[config.mk]
export PLATFORM = sky130hd
export DESIGN_NAME = system_reset_power_control
export DESIGN_NICKNAME = d
export VERILOG_FILES = /design/src/sys_ctrl_pkg.sv /design/src/system_reset_power_control.sv
export SDC_FILE = /design/constraint.sdc
export NUM_CORES = 1
export LEC_CHECK = 0
export ABC_AREA = 1
export BUFFER_PORTS_ARGS = -buffer_cell sky130_fd_sc_hd__buf_2
export CAP_MARGIN = 20
export CORE_ASPECT_RATIO = 1.25
export CORE_MARGIN = 4
export CORE_UTILIZATION = 35
export CTS_CLUSTER_DIAMETER = 60
export CTS_CLUSTER_SIZE = 30
export DETAILED_ROUTE_END_ITERATION = 8
export HOLD_SLACK_MARGIN = 0.05
export MAX_ROUTING_LAYER = met4
export PLACE_DENSITY = 0.61
export SYNTH_ARGS = -nofsm -noshare
export SYNTH_HDL_FRONTEND = slang
export SYNTH_SLANG_ARGS = --single-unit
[constraint.sdc]
create_clock -name clock -period 2.5 [get_ports clock]
set_clock_uncertainty 0.05 [all_clocks]
set_input_delay 0.25 -clock clock [delete_from_list [all_inputs] [get_ports clock]]
set_output_delay 0.25 -clock clock [all_outputs]
set_load 0.05 [all_outputs]
[src/sys_ctrl_pkg.sv]
// shared constants and types of the system reset and power control block
package sys_ctrl_pkg;

    // ----------------------------------------
    // register bus
    // ----------------------------------------
    localparam int ADDR_W = 8;
    localparam logic [ADDR_W-1:0] OFF_CONTROL = 8'h00;
    localparam logic [ADDR_W-1:0] OFF_STATUS = 8'h04;
    localparam logic [ADDR_W-1:0] OFF_CAUSE = 8'h08;
    localparam logic [ADDR_W-1:0] OFF_WAKE_EN = 8'h0C;
    localparam logic [ADDR_W-1:0] OFF_PROTECT = 8'h10;

    // ----------------------------------------
    // control register fields
    // ----------------------------------------
    localparam int CTL_PWRDN_BIT = 0;
    localparam int CTL_DEEP_BIT = 1;
    localparam int CTL_MAP_BIT = 2;
    localparam int CTL_CLKSEL_LSB = 4;
    localparam int CTL_ALARM_EN_BIT = 8;
    localparam logic [1:0] CLK_SEL_IRC = 2'h0;
    localparam logic MAP_BOOT_ROM = 1'b0;
    localparam logic ALARM_EN_RESET = 1'b1;
    localparam logic [31:0] RESET_VECTOR_ADDR = 32'h0000_0000;

    // ----------------------------------------
    // status, cause and wake enable fields
    // ----------------------------------------
    localparam int ST_BOD1_BIT = 0;
    localparam int ST_BOD2_BIT = 1;
    localparam int ST_SUPPLY_BIT = 2;
    localparam int ST_PROT_LSB = 4;
    localparam int CAUSE_W = 5;
    localparam int CAUSE_POR = 0;
    localparam int CAUSE_PIN = 1;
    localparam int CAUSE_WDT = 2;
    localparam int CAUSE_BOD = 3;
    localparam int CAUSE_DEEP = 4;
    localparam logic [CAUSE_W-1:0] CAUSE_RESET = 5'h01;
    localparam int WAKE_EN_W = 5;
    localparam int WAKE_EDGE_BIT = 4;
    localparam logic [WAKE_EN_W-1:0] WAKE_EN_RESET = 5'h00;

    // ----------------------------------------
    // types
    // ----------------------------------------
    typedef enum logic [1:0] {PROT_NONE, PROT_ONE, PROT_TWO, PROT_THREE} prot_level_t;

    typedef enum logic [2:0] {S_HOLD, S_COUNT, S_FLASH, S_RUN, S_PWRDN, S_PD_WAKE, S_DEEP} sys_state_t;

    typedef struct packed {
        logic [ADDR_W-1:0] addr;
        logic [31:0] wdata;
        logic wr;
        logic rd;
    } bus_req_t;

    typedef struct packed {
        logic debug_enable;
        logic isp_enable;
        logic isp_full_set;
        logic isp_sector0_lock;
        logic isp_mass_erase_only;
        logic isp_entry_pin_enable;
        logic iap_enable;
    } protect_t;

endpackage

[src/system_reset_power_control.sv]
// reset sequencing, brownout response, deep power-down and access protection
//
// Our own choices: the address map and the plain strobed port.
`timescale 1ns/1ns
module system_reset_power_control
    import sys_ctrl_pkg::*;
#(
    parameter int EDGE_IRQS = 46,
    parameter int LEVEL_IRQS = 4,
    parameter int WAKE_COUNT = 256,
    parameter logic [31:0] PATTERN_ONE = 32'h1111_1111,
    parameter logic [31:0] PATTERN_TWO = 32'h2222_2222,
    parameter logic [31:0] PATTERN_THREE = 32'h3333_3333
) (
    input wire logic clock,
    input wire logic rst_n,
    input wire logic reset_pin_n,
    input wire logic watchdog_reset,
    input wire logic brownout_detector_low,
    input wire logic brownout_detector_reset,
    input wire logic supply_present,
    input wire logic osc_running,
    input wire logic flash_init_done,
    input wire logic [31:0] protect_word,
    input wire logic isp_entry_pin,
    input wire logic rtc_alarm,
    input wire logic [EDGE_IRQS-1:0] edge_irq,
    input wire logic [LEVEL_IRQS-1:0] level_irq,
    input wire bus_req_t bus,
    output logic [31:0] rdata,
    output logic chip_reset_n,
    output logic flash_init_start,
    output logic [31:0] fetch_addr,
    output logic vector_map_sram,
    output logic [1:0] clk_sel,
    output logic cpu_clock_run,
    output logic regulator_on,
    output logic battery_ram_hold,
    output logic rtc_alarm_out,
    output logic brownout_irq,
    output logic power_down_wake,
    output protect_t protect
);

    // wake wait counts 0 to WAKE_COUNT-1, WAKE_COUNT edges in all
    localparam int CNT_W = $clog2(WAKE_COUNT + 1);
    localparam logic [CNT_W-1:0] CNT_LAST = CNT_W'(WAKE_COUNT - 1);

    // ----------------------------------------
    // state record
    // ----------------------------------------
    typedef struct packed {
        // sequencer
        sys_state_t st;
        logic [CNT_W-1:0] cnt;
        // software settings
        logic pwrdn_req;
        logic map_sram;
        logic [1:0] clk_sel;
        logic alarm_en;
        logic [WAKE_EN_W-1:0] wake_en;
        // sticky causes
        logic [CAUSE_W-1:0] cause;
        prot_level_t prot;
        logic isp_strap;
        // detector copies
        logic bod_low;
        logic bod_rst;
        logic supply_lost;
        // strobes and read data
        logic wake_pulse;
        logic [EDGE_IRQS-1:0] edge_prev;
        logic [31:0] rdata;
    } state_t;

    // current record and its next value
    state_t s;
    state_t next_s;
    // two-flop chain for the external reset pin
    logic pin_meta_n;
    logic pin_sync_n;

    // ----------------------------------------
    // helpers
    // ----------------------------------------
    // flash pattern to protection level; any other word leaves access open
    // patterns are parameters so a product can pick its own
    function automatic prot_level_t decode_level(input logic [31:0] word);
        prot_level_t lvl;
        lvl = PROT_NONE;
        if (word == PATTERN_ONE) begin
            lvl = PROT_ONE;
        end else if (word == PATTERN_TWO) begin
            lvl = PROT_TWO;
        end else if (word == PATTERN_THREE) begin
            lvl = PROT_THREE;
        end
        return lvl;
    endfunction

    // access rights granted at each level
    // application programming is never gated, only debug and isp
    function automatic protect_t grant(input prot_level_t lvl, input logic strap);
        protect_t p;
        p.debug_enable = (lvl == PROT_NONE);
        p.isp_enable = (lvl != PROT_THREE);
        p.isp_full_set = (lvl == PROT_NONE);
        p.isp_sector0_lock = (lvl == PROT_ONE);
        p.isp_mass_erase_only = (lvl == PROT_TWO);
        p.isp_entry_pin_enable = strap && (lvl != PROT_THREE);
        p.iap_enable = 1'b1;
        return p;
    endfunction

    // control, wake and protection fields as seen after any reset
    function automatic state_t clear_soft(input state_t cur);
        state_t t;
        t = cur;
        // causes and detector copies survive so software sees why
        t.cnt = '0;
        t.pwrdn_req = 1'b0;
        t.map_sram = MAP_BOOT_ROM;
        t.clk_sel = CLK_SEL_IRC;
        t.alarm_en = ALARM_EN_RESET;
        t.wake_en = WAKE_EN_RESET;
        t.prot = PROT_NONE;
        t.isp_strap = 1'b0;
        t.wake_pulse = 1'b0;
        return t;
    endfunction

    // ----------------------------------------
    // reset pin synchroniser
    // ----------------------------------------
    // the pin is unrelated to clock; its release must not reach the sequencer raw
    // pin drops both flops at once; release walks through two edges
    always_ff @(posedge clock or negedge reset_pin_n) begin
        if (!reset_pin_n) begin
            pin_meta_n <= 1'b0;
            pin_sync_n <= 1'b0;
        end else begin
            pin_meta_n <= 1'b1;
            pin_sync_n <= pin_meta_n;
        end
    end

    // ----------------------------------------
    // next state
    // ----------------------------------------
    always_comb begin
        logic reset_src;
        logic [CAUSE_W-1:0] cause_set;
        logic [CAUSE_W-1:0] cause_clr;
        logic wake_any;
        // defaults: hold state, strobes low, read data idle
        next_s = s;
        cause_set = '0;
        cause_clr = '0;
        reset_src = 1'b0;
        wake_any = 1'b0;
        next_s.wake_pulse = 1'b0;
        next_s.rdata = '0;
        next_s.edge_prev = edge_irq;
        next_s.bod_low = brownout_detector_low;
        next_s.bod_rst = brownout_detector_reset;
        // bod reset stays a source for as long as the detector holds it
        reset_src = !pin_sync_n || watchdog_reset || brownout_detector_reset;
        // enabled level inputs, or any rising edge when edge wake is on
        wake_any = |(level_irq & s.wake_en[LEVEL_IRQS-1:0]);
        wake_any = wake_any || (s.wake_en[WAKE_EDGE_BIT] && |(edge_irq & ~s.edge_prev));

        // software writes, only while the processor runs
        // writes in any other state are dropped without notice
        if (s.st == S_RUN && bus.wr) begin
            if (bus.addr == OFF_CONTROL) begin
                next_s.pwrdn_req = bus.wdata[CTL_PWRDN_BIT];
                next_s.map_sram = bus.wdata[CTL_MAP_BIT];
                next_s.clk_sel = bus.wdata[CTL_CLKSEL_LSB +: 2];
                next_s.alarm_en = bus.wdata[CTL_ALARM_EN_BIT];
                // deep power-down wins when both mode bits are set
                if (bus.wdata[CTL_DEEP_BIT]) begin
                    next_s.st = S_DEEP;
                end else if (bus.wdata[CTL_PWRDN_BIT]) begin
                    next_s.st = S_PWRDN;
                end
            end else if (bus.addr == OFF_CAUSE) begin
                cause_clr = bus.wdata[CAUSE_W-1:0];
            end else if (bus.addr == OFF_WAKE_EN) begin
                next_s.wake_en = bus.wdata[WAKE_EN_W-1:0];
            end
        end

        // read data stands in the cycle after the strobe only
        // unmapped addresses read as zero
        if (bus.rd) begin
            if (bus.addr == OFF_CONTROL) begin
                next_s.rdata[CTL_PWRDN_BIT] = s.pwrdn_req;
                next_s.rdata[CTL_MAP_BIT] = s.map_sram;
                next_s.rdata[CTL_CLKSEL_LSB +: 2] = s.clk_sel;
                next_s.rdata[CTL_ALARM_EN_BIT] = s.alarm_en;
            end else if (bus.addr == OFF_STATUS) begin
                next_s.rdata[ST_BOD1_BIT] = s.bod_low;
                next_s.rdata[ST_BOD2_BIT] = s.bod_rst;
                next_s.rdata[ST_SUPPLY_BIT] = supply_present;
                next_s.rdata[ST_PROT_LSB +: 2] = s.prot;
            end else if (bus.addr == OFF_CAUSE) begin
                next_s.rdata[CAUSE_W-1:0] = s.cause;
            end else if (bus.addr == OFF_WAKE_EN) begin
                next_s.rdata[WAKE_EN_W-1:0] = s.wake_en;
            end else if (bus.addr == OFF_PROTECT) begin
                next_s.rdata[1:0] = s.prot;
            end
        end

        // sequencer
        case (s.st)
            S_DEEP: begin
                // logic supply is off: watchdog and brownout are dead here
                if (!supply_present) begin
                    next_s.supply_lost = 1'b1;
                end
                // returning supply is a cold start, ahead of alarm and pin
                if (s.supply_lost && supply_present) begin
                    next_s = clear_soft(next_s);
                    next_s.supply_lost = 1'b0;
                    next_s.st = S_HOLD;
                    cause_set[CAUSE_POR] = 1'b1;
                end else if (supply_present && (!pin_sync_n || rtc_alarm)) begin
                    next_s = clear_soft(next_s);
                    next_s.st = S_HOLD;
                    cause_set[CAUSE_DEEP] = 1'b1;
                    cause_set[CAUSE_PIN] = !pin_sync_n;
                end
            end
            default: begin
                // reset sources outrank every sequencer step
                if (reset_src) begin
                    next_s = clear_soft(next_s);
                    next_s.st = S_HOLD;
                    cause_set[CAUSE_PIN] = !pin_sync_n;
                    cause_set[CAUSE_WDT] = watchdog_reset;
                    cause_set[CAUSE_BOD] = brownout_detector_reset;
                end else begin
                    case (s.st)
                        S_HOLD: begin
                            // pin already released here, oscillator still to come
                            if (osc_running) begin
                                next_s.cnt = '0;
                                next_s.st = S_COUNT;
                            end
                        end
                        S_COUNT: begin
                            // oscillator loss restarts the wait
                            if (!osc_running) begin
                                next_s.st = S_HOLD;
                            end else if (s.cnt == CNT_LAST) begin
                                next_s.st = S_FLASH;
                            end else begin
                                next_s.cnt = s.cnt + 1'b1;
                            end
                        end
                        S_FLASH: begin
                            if (flash_init_done) begin
                                // taken once per start
                                next_s.prot = decode_level(protect_word);
                                next_s.isp_strap = isp_entry_pin;
                                next_s.st = S_RUN;
                            end
                        end
                        S_PWRDN: begin
                            // resets still act here
                            if (wake_any) begin
                                next_s.wake_pulse = 1'b1;
                                next_s.cnt = '0;
                                next_s.st = S_PD_WAKE;
                            end
                        end
                        S_PD_WAKE: begin
                            // clocks restart through the same fixed wait as a reset
                            if (s.cnt == CNT_LAST) begin
                                next_s.pwrdn_req = 1'b0;
                                next_s.st = S_RUN;
                            end else begin
                                next_s.cnt = s.cnt + 1'b1;
                            end
                        end
                        default: begin
                        end
                    endcase
                end
            end
        endcase

        // a cause that arrives with its clear is kept
        // so a clear can never hide a fresh reset
        next_s.cause = (s.cause & ~cause_clr) | cause_set;
    end

    // ----------------------------------------
    // state register
    // ----------------------------------------
    // power-on clears everything but alarm enable, which starts on; causes start with the power-on bit
    always_ff @(posedge clock or negedge rst_n) begin
        if (!rst_n) begin
            s.st <= S_HOLD;
            s.cnt <= '0;
            s.pwrdn_req <= 1'b0;
            s.map_sram <= MAP_BOOT_ROM;
            s.clk_sel <= CLK_SEL_IRC;
            s.alarm_en <= ALARM_EN_RESET;
            s.wake_en <= WAKE_EN_RESET;
            s.cause <= CAUSE_RESET;
            s.prot <= PROT_NONE;
            s.isp_strap <= 1'b0;
            s.bod_low <= 1'b0;
            s.bod_rst <= 1'b0;
            s.supply_lost <= 1'b0;
            s.wake_pulse <= 1'b0;
            s.edge_prev <= '0;
            s.rdata <= '0;
        end else begin
            s <= next_s;
        end
    end

    // ----------------------------------------
    // outputs
    // ----------------------------------------
    // the reset is a decode of the state flop, so it cannot glitch on inputs
    assign chip_reset_n = (s.st == S_RUN) || (s.st == S_PWRDN) || (s.st == S_PD_WAKE);
    // flash initialises for as long as the sequencer waits on it
    assign flash_init_start = (s.st == S_FLASH);
    // vectors at address 0 come from the boot block until remapped
    assign fetch_addr = RESET_VECTOR_ADDR;
    assign vector_map_sram = s.map_sram;
    assign clk_sel = s.clk_sel;
    // cpu clock stops in power-down and through its wake wait
    assign cpu_clock_run = (s.st == S_RUN);
    // only deep power-down switches the logic regulator off
    assign regulator_on = (s.st != S_DEEP);
    // backup RAM is fenced off whenever the main logic may be unpowered
    assign battery_ram_hold = (s.st == S_DEEP) || !supply_present;
    // alarm enable is lost with the logic supply, so it resets to on
    assign rtc_alarm_out = rtc_alarm && (s.alarm_en || s.st == S_DEEP);
    // raw level; masking is left to vectored_irq_ctrl
    assign brownout_irq = s.bod_low;
    // one-cycle strobe to the interrupt side on leaving power-down
    assign power_down_wake = s.wake_pulse;
    // rights follow the registered level, so they never change mid-run
    assign protect = grant(s.prot, s.isp_strap);
    assign rdata = s.rdata;

endmodule // system_reset_power_control

; ---- Yosys cells after proc, flatten, opt, wreduce, memory -nomap -nowiden
; Cells that the tools add are included.
[totals]
register_bits = 114
inputBits = 135
output_inout_bits = 82
word_cells = 138
[op_classes]
addsub = 1
eq_ne = 22
n_mux = 65
bitwise = 6
n_reduce_logical = 26
[ops]
columns = operator, count
row1 = $mux W112, 3
row2 = $eq A32 B30 Y1 const B, 2
row3 = $and A46 B46 Y46, 1
row4 = $not A46 Y46, 1
row5 = $reduce_or A46 Y1, 1
row6 = $mux W3, 14
row7 = $mux W5, 8
row8 = $pmux W9 S4, 1
row9 = $eq A32 B29 Y1 const B, 1
row10 = $mux W12, 2
row11 = $mux W1, 23
row12 = $mux W9, 2
row13 = $eq A8 B4 Y1 const B, 2
row14 = $pmux W3 S5, 1
row15 = $mux W14, 1
row16 = $mux W2, 7
row17 = $mux W13, 1
row18 = $mux W10, 1
row19 = $add A9 B1 Y9 const B, 1
row20 = $eq A3 B3 Y1 const B, 3
row21 = $eq A9 B8 Y1 const B, 1
row22 = $eq A8 B3 Y1 const B, 1
row23 = $eq A8 B5 Y1 const B, 1
row24 = $logic_not A8 Y1, 1
row25 = other kinds (23), 40

; ---- Logic depth before layout (Yosys ltp)
; Gate-level depths: netlist of run 1.
[logic_depth]
depth_word = 10
mapped_depth = 14
mapped_depth_nobuf = 14

; ---- Worst setup path before layout of run 1
; No wires, ideal clock.
[synth_timing]
path_type = flip-flop to output port
from = register s[109] (netlist name)
to = output rtc_alarm_out
t_arrival_ns = 2.125
required_ns = 2.200
setup_slack_ns = 0.075
stages_incl_launch_ff = 6
n_path_buf = 0
cell_sequence = dfrtp_1 -> inv_2 -> nand2_4 -> nor2_8 -> clkinv_1 -> a21oi_1
[synth_between]
elab_chain_cells = 3
[synth_lines]
columns = item, line_no
row1 = "start, declared", system_reset_power_control.sv:77  ; state_t s;
row2 = "start signal, assigned", system_reset_power_control.sv:322  ; s <= next_s;
row3 = $eq A3 B3 Y1, system_reset_power_control.sv:344  ; assign rtc_alarm_out = rtc_alarm && (s.alarm_en || s.st == S_DEEP);
row4 = $logic_or A1 B1 Y1, system_reset_power_control.sv:344
row5 = $logic_and A1 B1 Y1, system_reset_power_control.sv:344
row6 = "end, declared", system_reset_power_control.sv:39  ; output logic rtc_alarm_out,
; No other way between the ends.

; ---- Worst setup path in the final report of run 1
[layout_timing]
from = register s[110] (netlist name)
to = output rtc_alarm_out
; The elaborated chain is that of the path after synthesis.

==> results of run 1 <==
==> cell usage after synthesis (2+ instances only) <==
| master | n | share of area |
|---|---|---|
| a211oi_1 | 2 | 0.0031 |
| a211oi_2 | 3 | 0.0078 |
| a21oi_1 | 17 | 0.018 |
| buf_4 | 68 | 0.11 |
| buf_6 | 2 | 0.0047 |
| conb_1 | 2 | 0.0016 |
| dfrtp_1 | 87 | 0.45 |
| dfstp_2 | 2 | 0.011 |
| ha_1 | 2 | 0.0052 |
| inv_1 | 86 | 0.067 |
| inv_2 | 7 | 0.0055 |
| nand2_1 | 130 | 0.10 |
| nand2_2 | 2 | 0.0026 |
| nand2_4 | 4 | 0.0094 |
| nand3_1 | 25 | 0.026 |
| nand3b_1 | 2 | 0.0031 |
| nand4_1 | 7 | 0.0091 |
| nor2_1 | 54 | 0.042 |
| nor2_4 | 4 | 0.0094 |
| nor2_8 | 2 | 0.0083 |
| nor3_1 | 6 | 0.0062 |
| nor3_4 | 2 | 0.0068 |
| nor3b_1 | 2 | 0.0031 |
| nor4_1 | 5 | 0.0065 |
| o211ai_1 | 3 | 0.0047 |
| o21ai_0 | 26 | 0.027 |
| o21ai_1 | 8 | 0.0083 |
| or2_2 | 4 | 0.0052 |
==> layer usage <==
metal	track usage	wire (um)	up-vias	share of wire
met5	-	0	-	0
met4	0.0481	144	0	0.013
met3	0.0327	698	13	0.061
met2	0.250	5800	117	0.51
met1	0.185	4750	1834	0.42
li1	-	-	2062	-
==> stage by stage <==
stage | hold WS [ps] | std cells
final | 108 | 939
after global routing | 114 | 939
after detailed placement | -7.68 | 874
after floorplan | -95.6 | 638
after global placement | -12.3 | 874
after CTS | 97.4 | 939
==> cell type report <==
cell class	count	area, um2
Sequential cell	89	2230
Fill cell	1282	7140
Inverter	95	359
Clock inverter	3	65.1
Timing Repair Buffer	185	1200
Tap cell	171	214
Multi-Input combinational cell	384	1900
Clock buffer	12	246
==> power groups by stage <==
| stage | Sequential, mW | Combinational (mW) | Clock, mW |
|---|---|---|---|
| after floorplan | 1.52 | 0.371 | 0 |
| after global placement | 1.52 | 0.463 | 0 |
| after detailed placement | 1.52 | 0.466 | 0 |
| after CTS | 1.50 | 0.528 | 1.46 |
| after global routing | 1.50 | 0.575 | 1.53 |
| final | 1.50 | 0.525 | 1.41 |
==> flip-flops by register name (all words and copies together), names as in the netlist <==
| register | cells |
|---|---|
| brownout_irq | 1 |
| pin_meta_n | 1 |
| rdata | 7 |
| s | 75 |
| power_down_wake | 1 |
| vector_map_sram | 1 |
| pin_sync_n | 1 |
| clk_sel | 2 |
==> cells by family after synthesis <==
group / share of synthesized area
AO/OA/AOI/OAI: 0.0880
adder cells (fa/ha/maj): 0.00520
buffers and inverters: 0.186
flip-flops: 0.464
other: 0.00156
AND/OR/NAND/NOR: 0.256
==> worst reg2reg max path: cells and delay by family (launching register included) <==
kind | cells | cell delay [ps]
flops | 1 | 410
compound gates | 1 | 250
fa+ha+maj | 2 | 450
simple gates | 9 | 750
buf+inv | 1 | 70
==> timing repair <==
item / in CTS / in global routing
hold buffers: 50 / 0
resized for setup: 0 / 0
buffers inserted: 0 / 0
hold endpoints to repair: 72 / 0
==> worst min path at each step <==
stage,start,end,slack [ps],depth (start not counted)
CTS,isp_entry_pin,s[82]$_DFFE_PN0P_,100,3
floorplan,rst_n,brownout_irq$_DFF_PN0_,-100,0
global placement,reset_pin_n,pin_meta_n$_DFF_PN0_,-10,1
global route,bus[10],s[95]$_DFF_PN1_,110,3
finish,isp_entry_pin,s[82]$_DFFE_PN0P_,110,3
detailed placement,reset_pin_n,pin_meta_n$_DFF_PN0_,-8,1
==> impl_metrics.ini, run 1 <==
[outcome]
status = finished, final reports clean

[job]
cap_violations = 0

[worst_hold_path]
hp-class = primary input to flip-flop

[critical_path]
crit_buf_inv = 3
regToRegStartpoint = s[100]$_DFFE_PN0P_
arrival_ps = 1850
critPathLaunch = s[110]$_DFF_PN0_
ff2ff_path_depth = 13
worstSetupPathType = flip-flop to output port
crit_fanout = 9
endpoint = rtc_alarm_out
crit_family = buffers and inverters
cp.depth = 5
worstSetupStartpointType = flip-flop
r2r_slack_ps = 470
slowest_delay_ps = 520
cp_slowest_cell = dfrtp_1
r2r-end = s[105]$_DFFE_PN0P_
cp-end-kind = output port
crit_chain = inv_4 > nor2_8 > clkinv_1 > a21oi_1 > buf_2
required_ps = 2200

[cts]
cts_buffers = 9
clockRootBuffer = clkbuf_16
clk_latency_ps = 330
clock_sinks = 89
htreeDepth = 3
clkTransAtPathRegs_ps = 60
cts_tree = done
clk_path_buf_depth = 2

[cells_and_area]
final_util = 0.465
final_area_um2 = 6210
mostFrequentLayoutCells = buf_2 (132), nand2_1 (130), dfrtp_1 (87)
antennaDiodeCount = 0
drive_gt1_frac = 0.245
nNetsFinal = 901
mostFrequentLayoutCell = buf_2
area_growth_syn_to_layout_pct = 29.2

[place]
port_buffers = 133
dpl.hpwl_um = 8740
place_area_um2 = 5400
post-place-ws_ps = 456
globalplace.congestion = 0.834

[global_route]
grt_max_degree = 47
grt_pass1_wl_um = 18800
antenna_found_initial = 0
grt_usage = 0.152
grt_pass1_vias = 4023
grt-ovfl-total = 0

[detailed_routing]
drc_errors = 0
routed_via_density = 4.29
postRouteAntennaNets = 0
wl_per_cell_um = 12.1
drt_wl_total_um = 11400
drt_iter0_markers = 227
dr.pass1.iters = 4
vias = 4026

[power_and_ir_drop]
netSwitchingFraction = 0.259
p_switching_mw = 0.888
p_leak_nw = 3.31
p_seq_frac = 0.436
p_per_area_nw_per_um2 = 553
ir_worst_vdd_v = 0.000269
combPwrFrac = 0.153
power.share.clock = 0.410
p_total_mw = 3.43
p_int_mw = 2.54

[sta]
setup_tns_ps = 0
rsz0062_at_grt = false
worst_slack_ps = 352
finalCritPeriodShare = 0.859
setup_viol = 0
tightestPinTransition_ps = 562
max_freq_mhz = 465
hold_violations = 0
slew_headroom = 0.625
drv_slew = 0
min_period_ps = 2150

[logic_synthesis]
ys_ff_latch = 89
yosysSeqAreaShare = 0.464
syn_area_per_cell_um2 = 8.27
ys_types = 45
synth_top_flop_cell = dfrtp_1
synth_edf_count = 0
yosysWarningCount = 0
syn_inst = 581
async_flop_share = 1.00
synth_area_um2 = 4810

[die]
design.core.area_um2 = 13300
dieWidth_um = 113
ios = 217
die_h_um = 139
dieArea_um2 = 15700
initial_core_util = 0.360
fp-row-count = 47
Note: power is estimated with default switching activity, not from simulation.
==> run 2, diff against run 1 <==
--- a/config.mk
+++ b/config.mk
@@ -10,13 +10,14 @@
 export CAP_MARGIN = 20
 export CORE_ASPECT_RATIO = 1.25
 export CORE_MARGIN = 4
-export CORE_UTILIZATION = 35
+export CORE_UTILIZATION = 26
 export CTS_CLUSTER_DIAMETER = 60
 export CTS_CLUSTER_SIZE = 30
 export DETAILED_ROUTE_END_ITERATION = 8
+export GPL_TIMING_DRIVEN = 0
 export HOLD_SLACK_MARGIN = 0.05
 export MAX_ROUTING_LAYER = met4
-export PLACE_DENSITY = 0.61
+export PLACE_DENSITY = 0.48
 export SYNTH_ARGS = -nofsm -noshare
 export SYNTH_HDL_FRONTEND = slang
 export SYNTH_SLANG_ARGS = --single-unit
==> impl_metrics.ini, run 2 (synthesis gave the netlist of run 1 again) <==
[outcome]
status = finished, final reports clean

[cts]
clkTransAtPathRegs_ps = 70
hold_buffers = 50
clock_sinks = 89
cts_resized = 0
clk_latency_ps = 350
clockRootBuffer = clkbuf_16
cts_tree = done
cts_buffers = 9
clk_path_buf_depth = 2
cts_setup_buffers = 0
htreeDepth = 3

[power_and_ir_drop]
p_total_mw = 3.57
ir_worst_vdd_v = 0.000323
p_per_area_nw_per_um2 = 523
p_leak_nw = 3.69

[place]
dp_cells = 1000
post-place-ws_ps = 420
dpl.hpwl_um = 9660
globalplace.congestion = 0.763
port_buffers = 133
place_area_um2 = 6000

[cells_and_area]
regMostFlops = s
stdcell_count = 1067
final_area_um2 = 6820
largestRegisters = s: 75 flops, rdata: 7 flops, clk_sel: 2 flops
drive_gt1_frac = 0.310
final_util = 0.376
largest_reg_flops = 75
mostFrequentLayoutCell = buf_2
nNetsFinal = 970
mostFrequentLayoutCells = buf_2 (132), nand2_1 (130), dfrtp_1 (87)
area_growth_syn_to_layout_pct = 42.0

[die]
initial_core_util = 0.265
design.core.area_um2 = 18200
die_h_um = 160
ios = 217
fp-row-count = 55
dieArea_um2 = 20700
dieWidth_um = 130

[critical_path]
crit_chain = nand2_4 > nor2_8 > clkinv_1 > a21oi_1 > buf_2
r2r-end = s[107]$_DFFE_PN0P_
worstSetupPathType = flip-flop to output port
cp-end-kind = output port
required_ps = 2200
regToRegStartpoint = s[100]$_DFFE_PN0P_
crit_family = flip-flops
ff2ff_path_depth = 13
arrival_ps = 1870
r2r_slack_ps = 410
crit_fanout = 9
critPathLaunch = s[111]$_DFF_PN0_
crit_buf_inv = 2
worstSetupStartpointType = flip-flop
slowest_delay_ps = 540
cp_slowest_cell = dfrtp_1

[detailed_routing]
postRouteAntennaNets = 0
drt_wl_total_um = 12400
wl_per_cell_um = 11.6
drc_errors = 0
routed_via_density = 3.85
vias = 4113
drt_iter0_markers = 187
dr.pass1.iters = 4

[global_route]
grt_max_degree = 52
grt_pass1_vias = 4223
antenna_found_initial = 1
grt_usage = 0.126
grt_pass1_wl_um = 20200
grt-ovfl-total = 0

[sta]
max_freq_mhz = 462
min_period_ps = 2170
hold_violations = 0
setup_viol = 0
rsz0062_at_grt = false
slew_headroom = 0.598
setup_tns_ps = 0
finalCritPeriodShare = 0.866
tightestPinTransition_ps = 603
fin_hold_ws_ps = 88.8
drv_slew = 0
worst_slack_ps = 334

[worst_hold_path]
worstHoldEndpoint = s[95]$_DFF_PN1_
hp-class = primary input to flip-flop
hold_start = bus[10]
hold_path_depth = 3

[job]
cap_violations = 0
==> run 2: how the worst max path moves through the flow <==
stage / endpoint / slack [ps] / cells after the start
2_1_floorplan: rtc_alarm_out / 80 / 5
3_3_place_gp: s[83]$_DFFE_PN0P_ / 170 / 1
3_5_place_dp: s[107]$_DFFE_PN0P_ / 420 / 13
4_1_cts: rtc_alarm_out / 290 / 5
5_1_grt: rtc_alarm_out / 140 / 5
6_report: rtc_alarm_out / 330 / 5
==> run 2: area by class of cell <==
class                      count  area (um2)
sequential                    89        2230
multi-input combinational    384        1900
buffer                        70         533
clock buffer                   9         225
fill                        1954       11300
inverter                      95         359
timing repair buffer         184        1200
antenna                        1        2.50
tap                          228         285
clock inverter                 7        93.8
==> run 2: power by group <==
part / switching (mW) / internal [mW]
clock network: 0.599 / 0.876
logic: 0.376 / 0.225
registers: 0.0123 / 1.48
==> run 2: per-layer routing <==
layer	part of all wire	vias to the layer above	GRT usage
li1	-	2205	-
met1	0.43	1775	0.151
met2	0.49	121	0.210
met3	0.059	12	0.0281
met4	0.014	0	0.0369
met5	0	-	-
==> run 2: worst register-to-register path, cell delays in order, from the launching register on <==
cell and delay (ps):
dfrtp_1 410, ha_1 220, nand2_1 80, nor2_1 40
inv_1 60, nor2_1 50, nand3_1 90, nor2_1 60
ha_1 230, a211oi_4 250, nand3_4 190, nand2_4 170
nand2_1 70, nand2_1 60
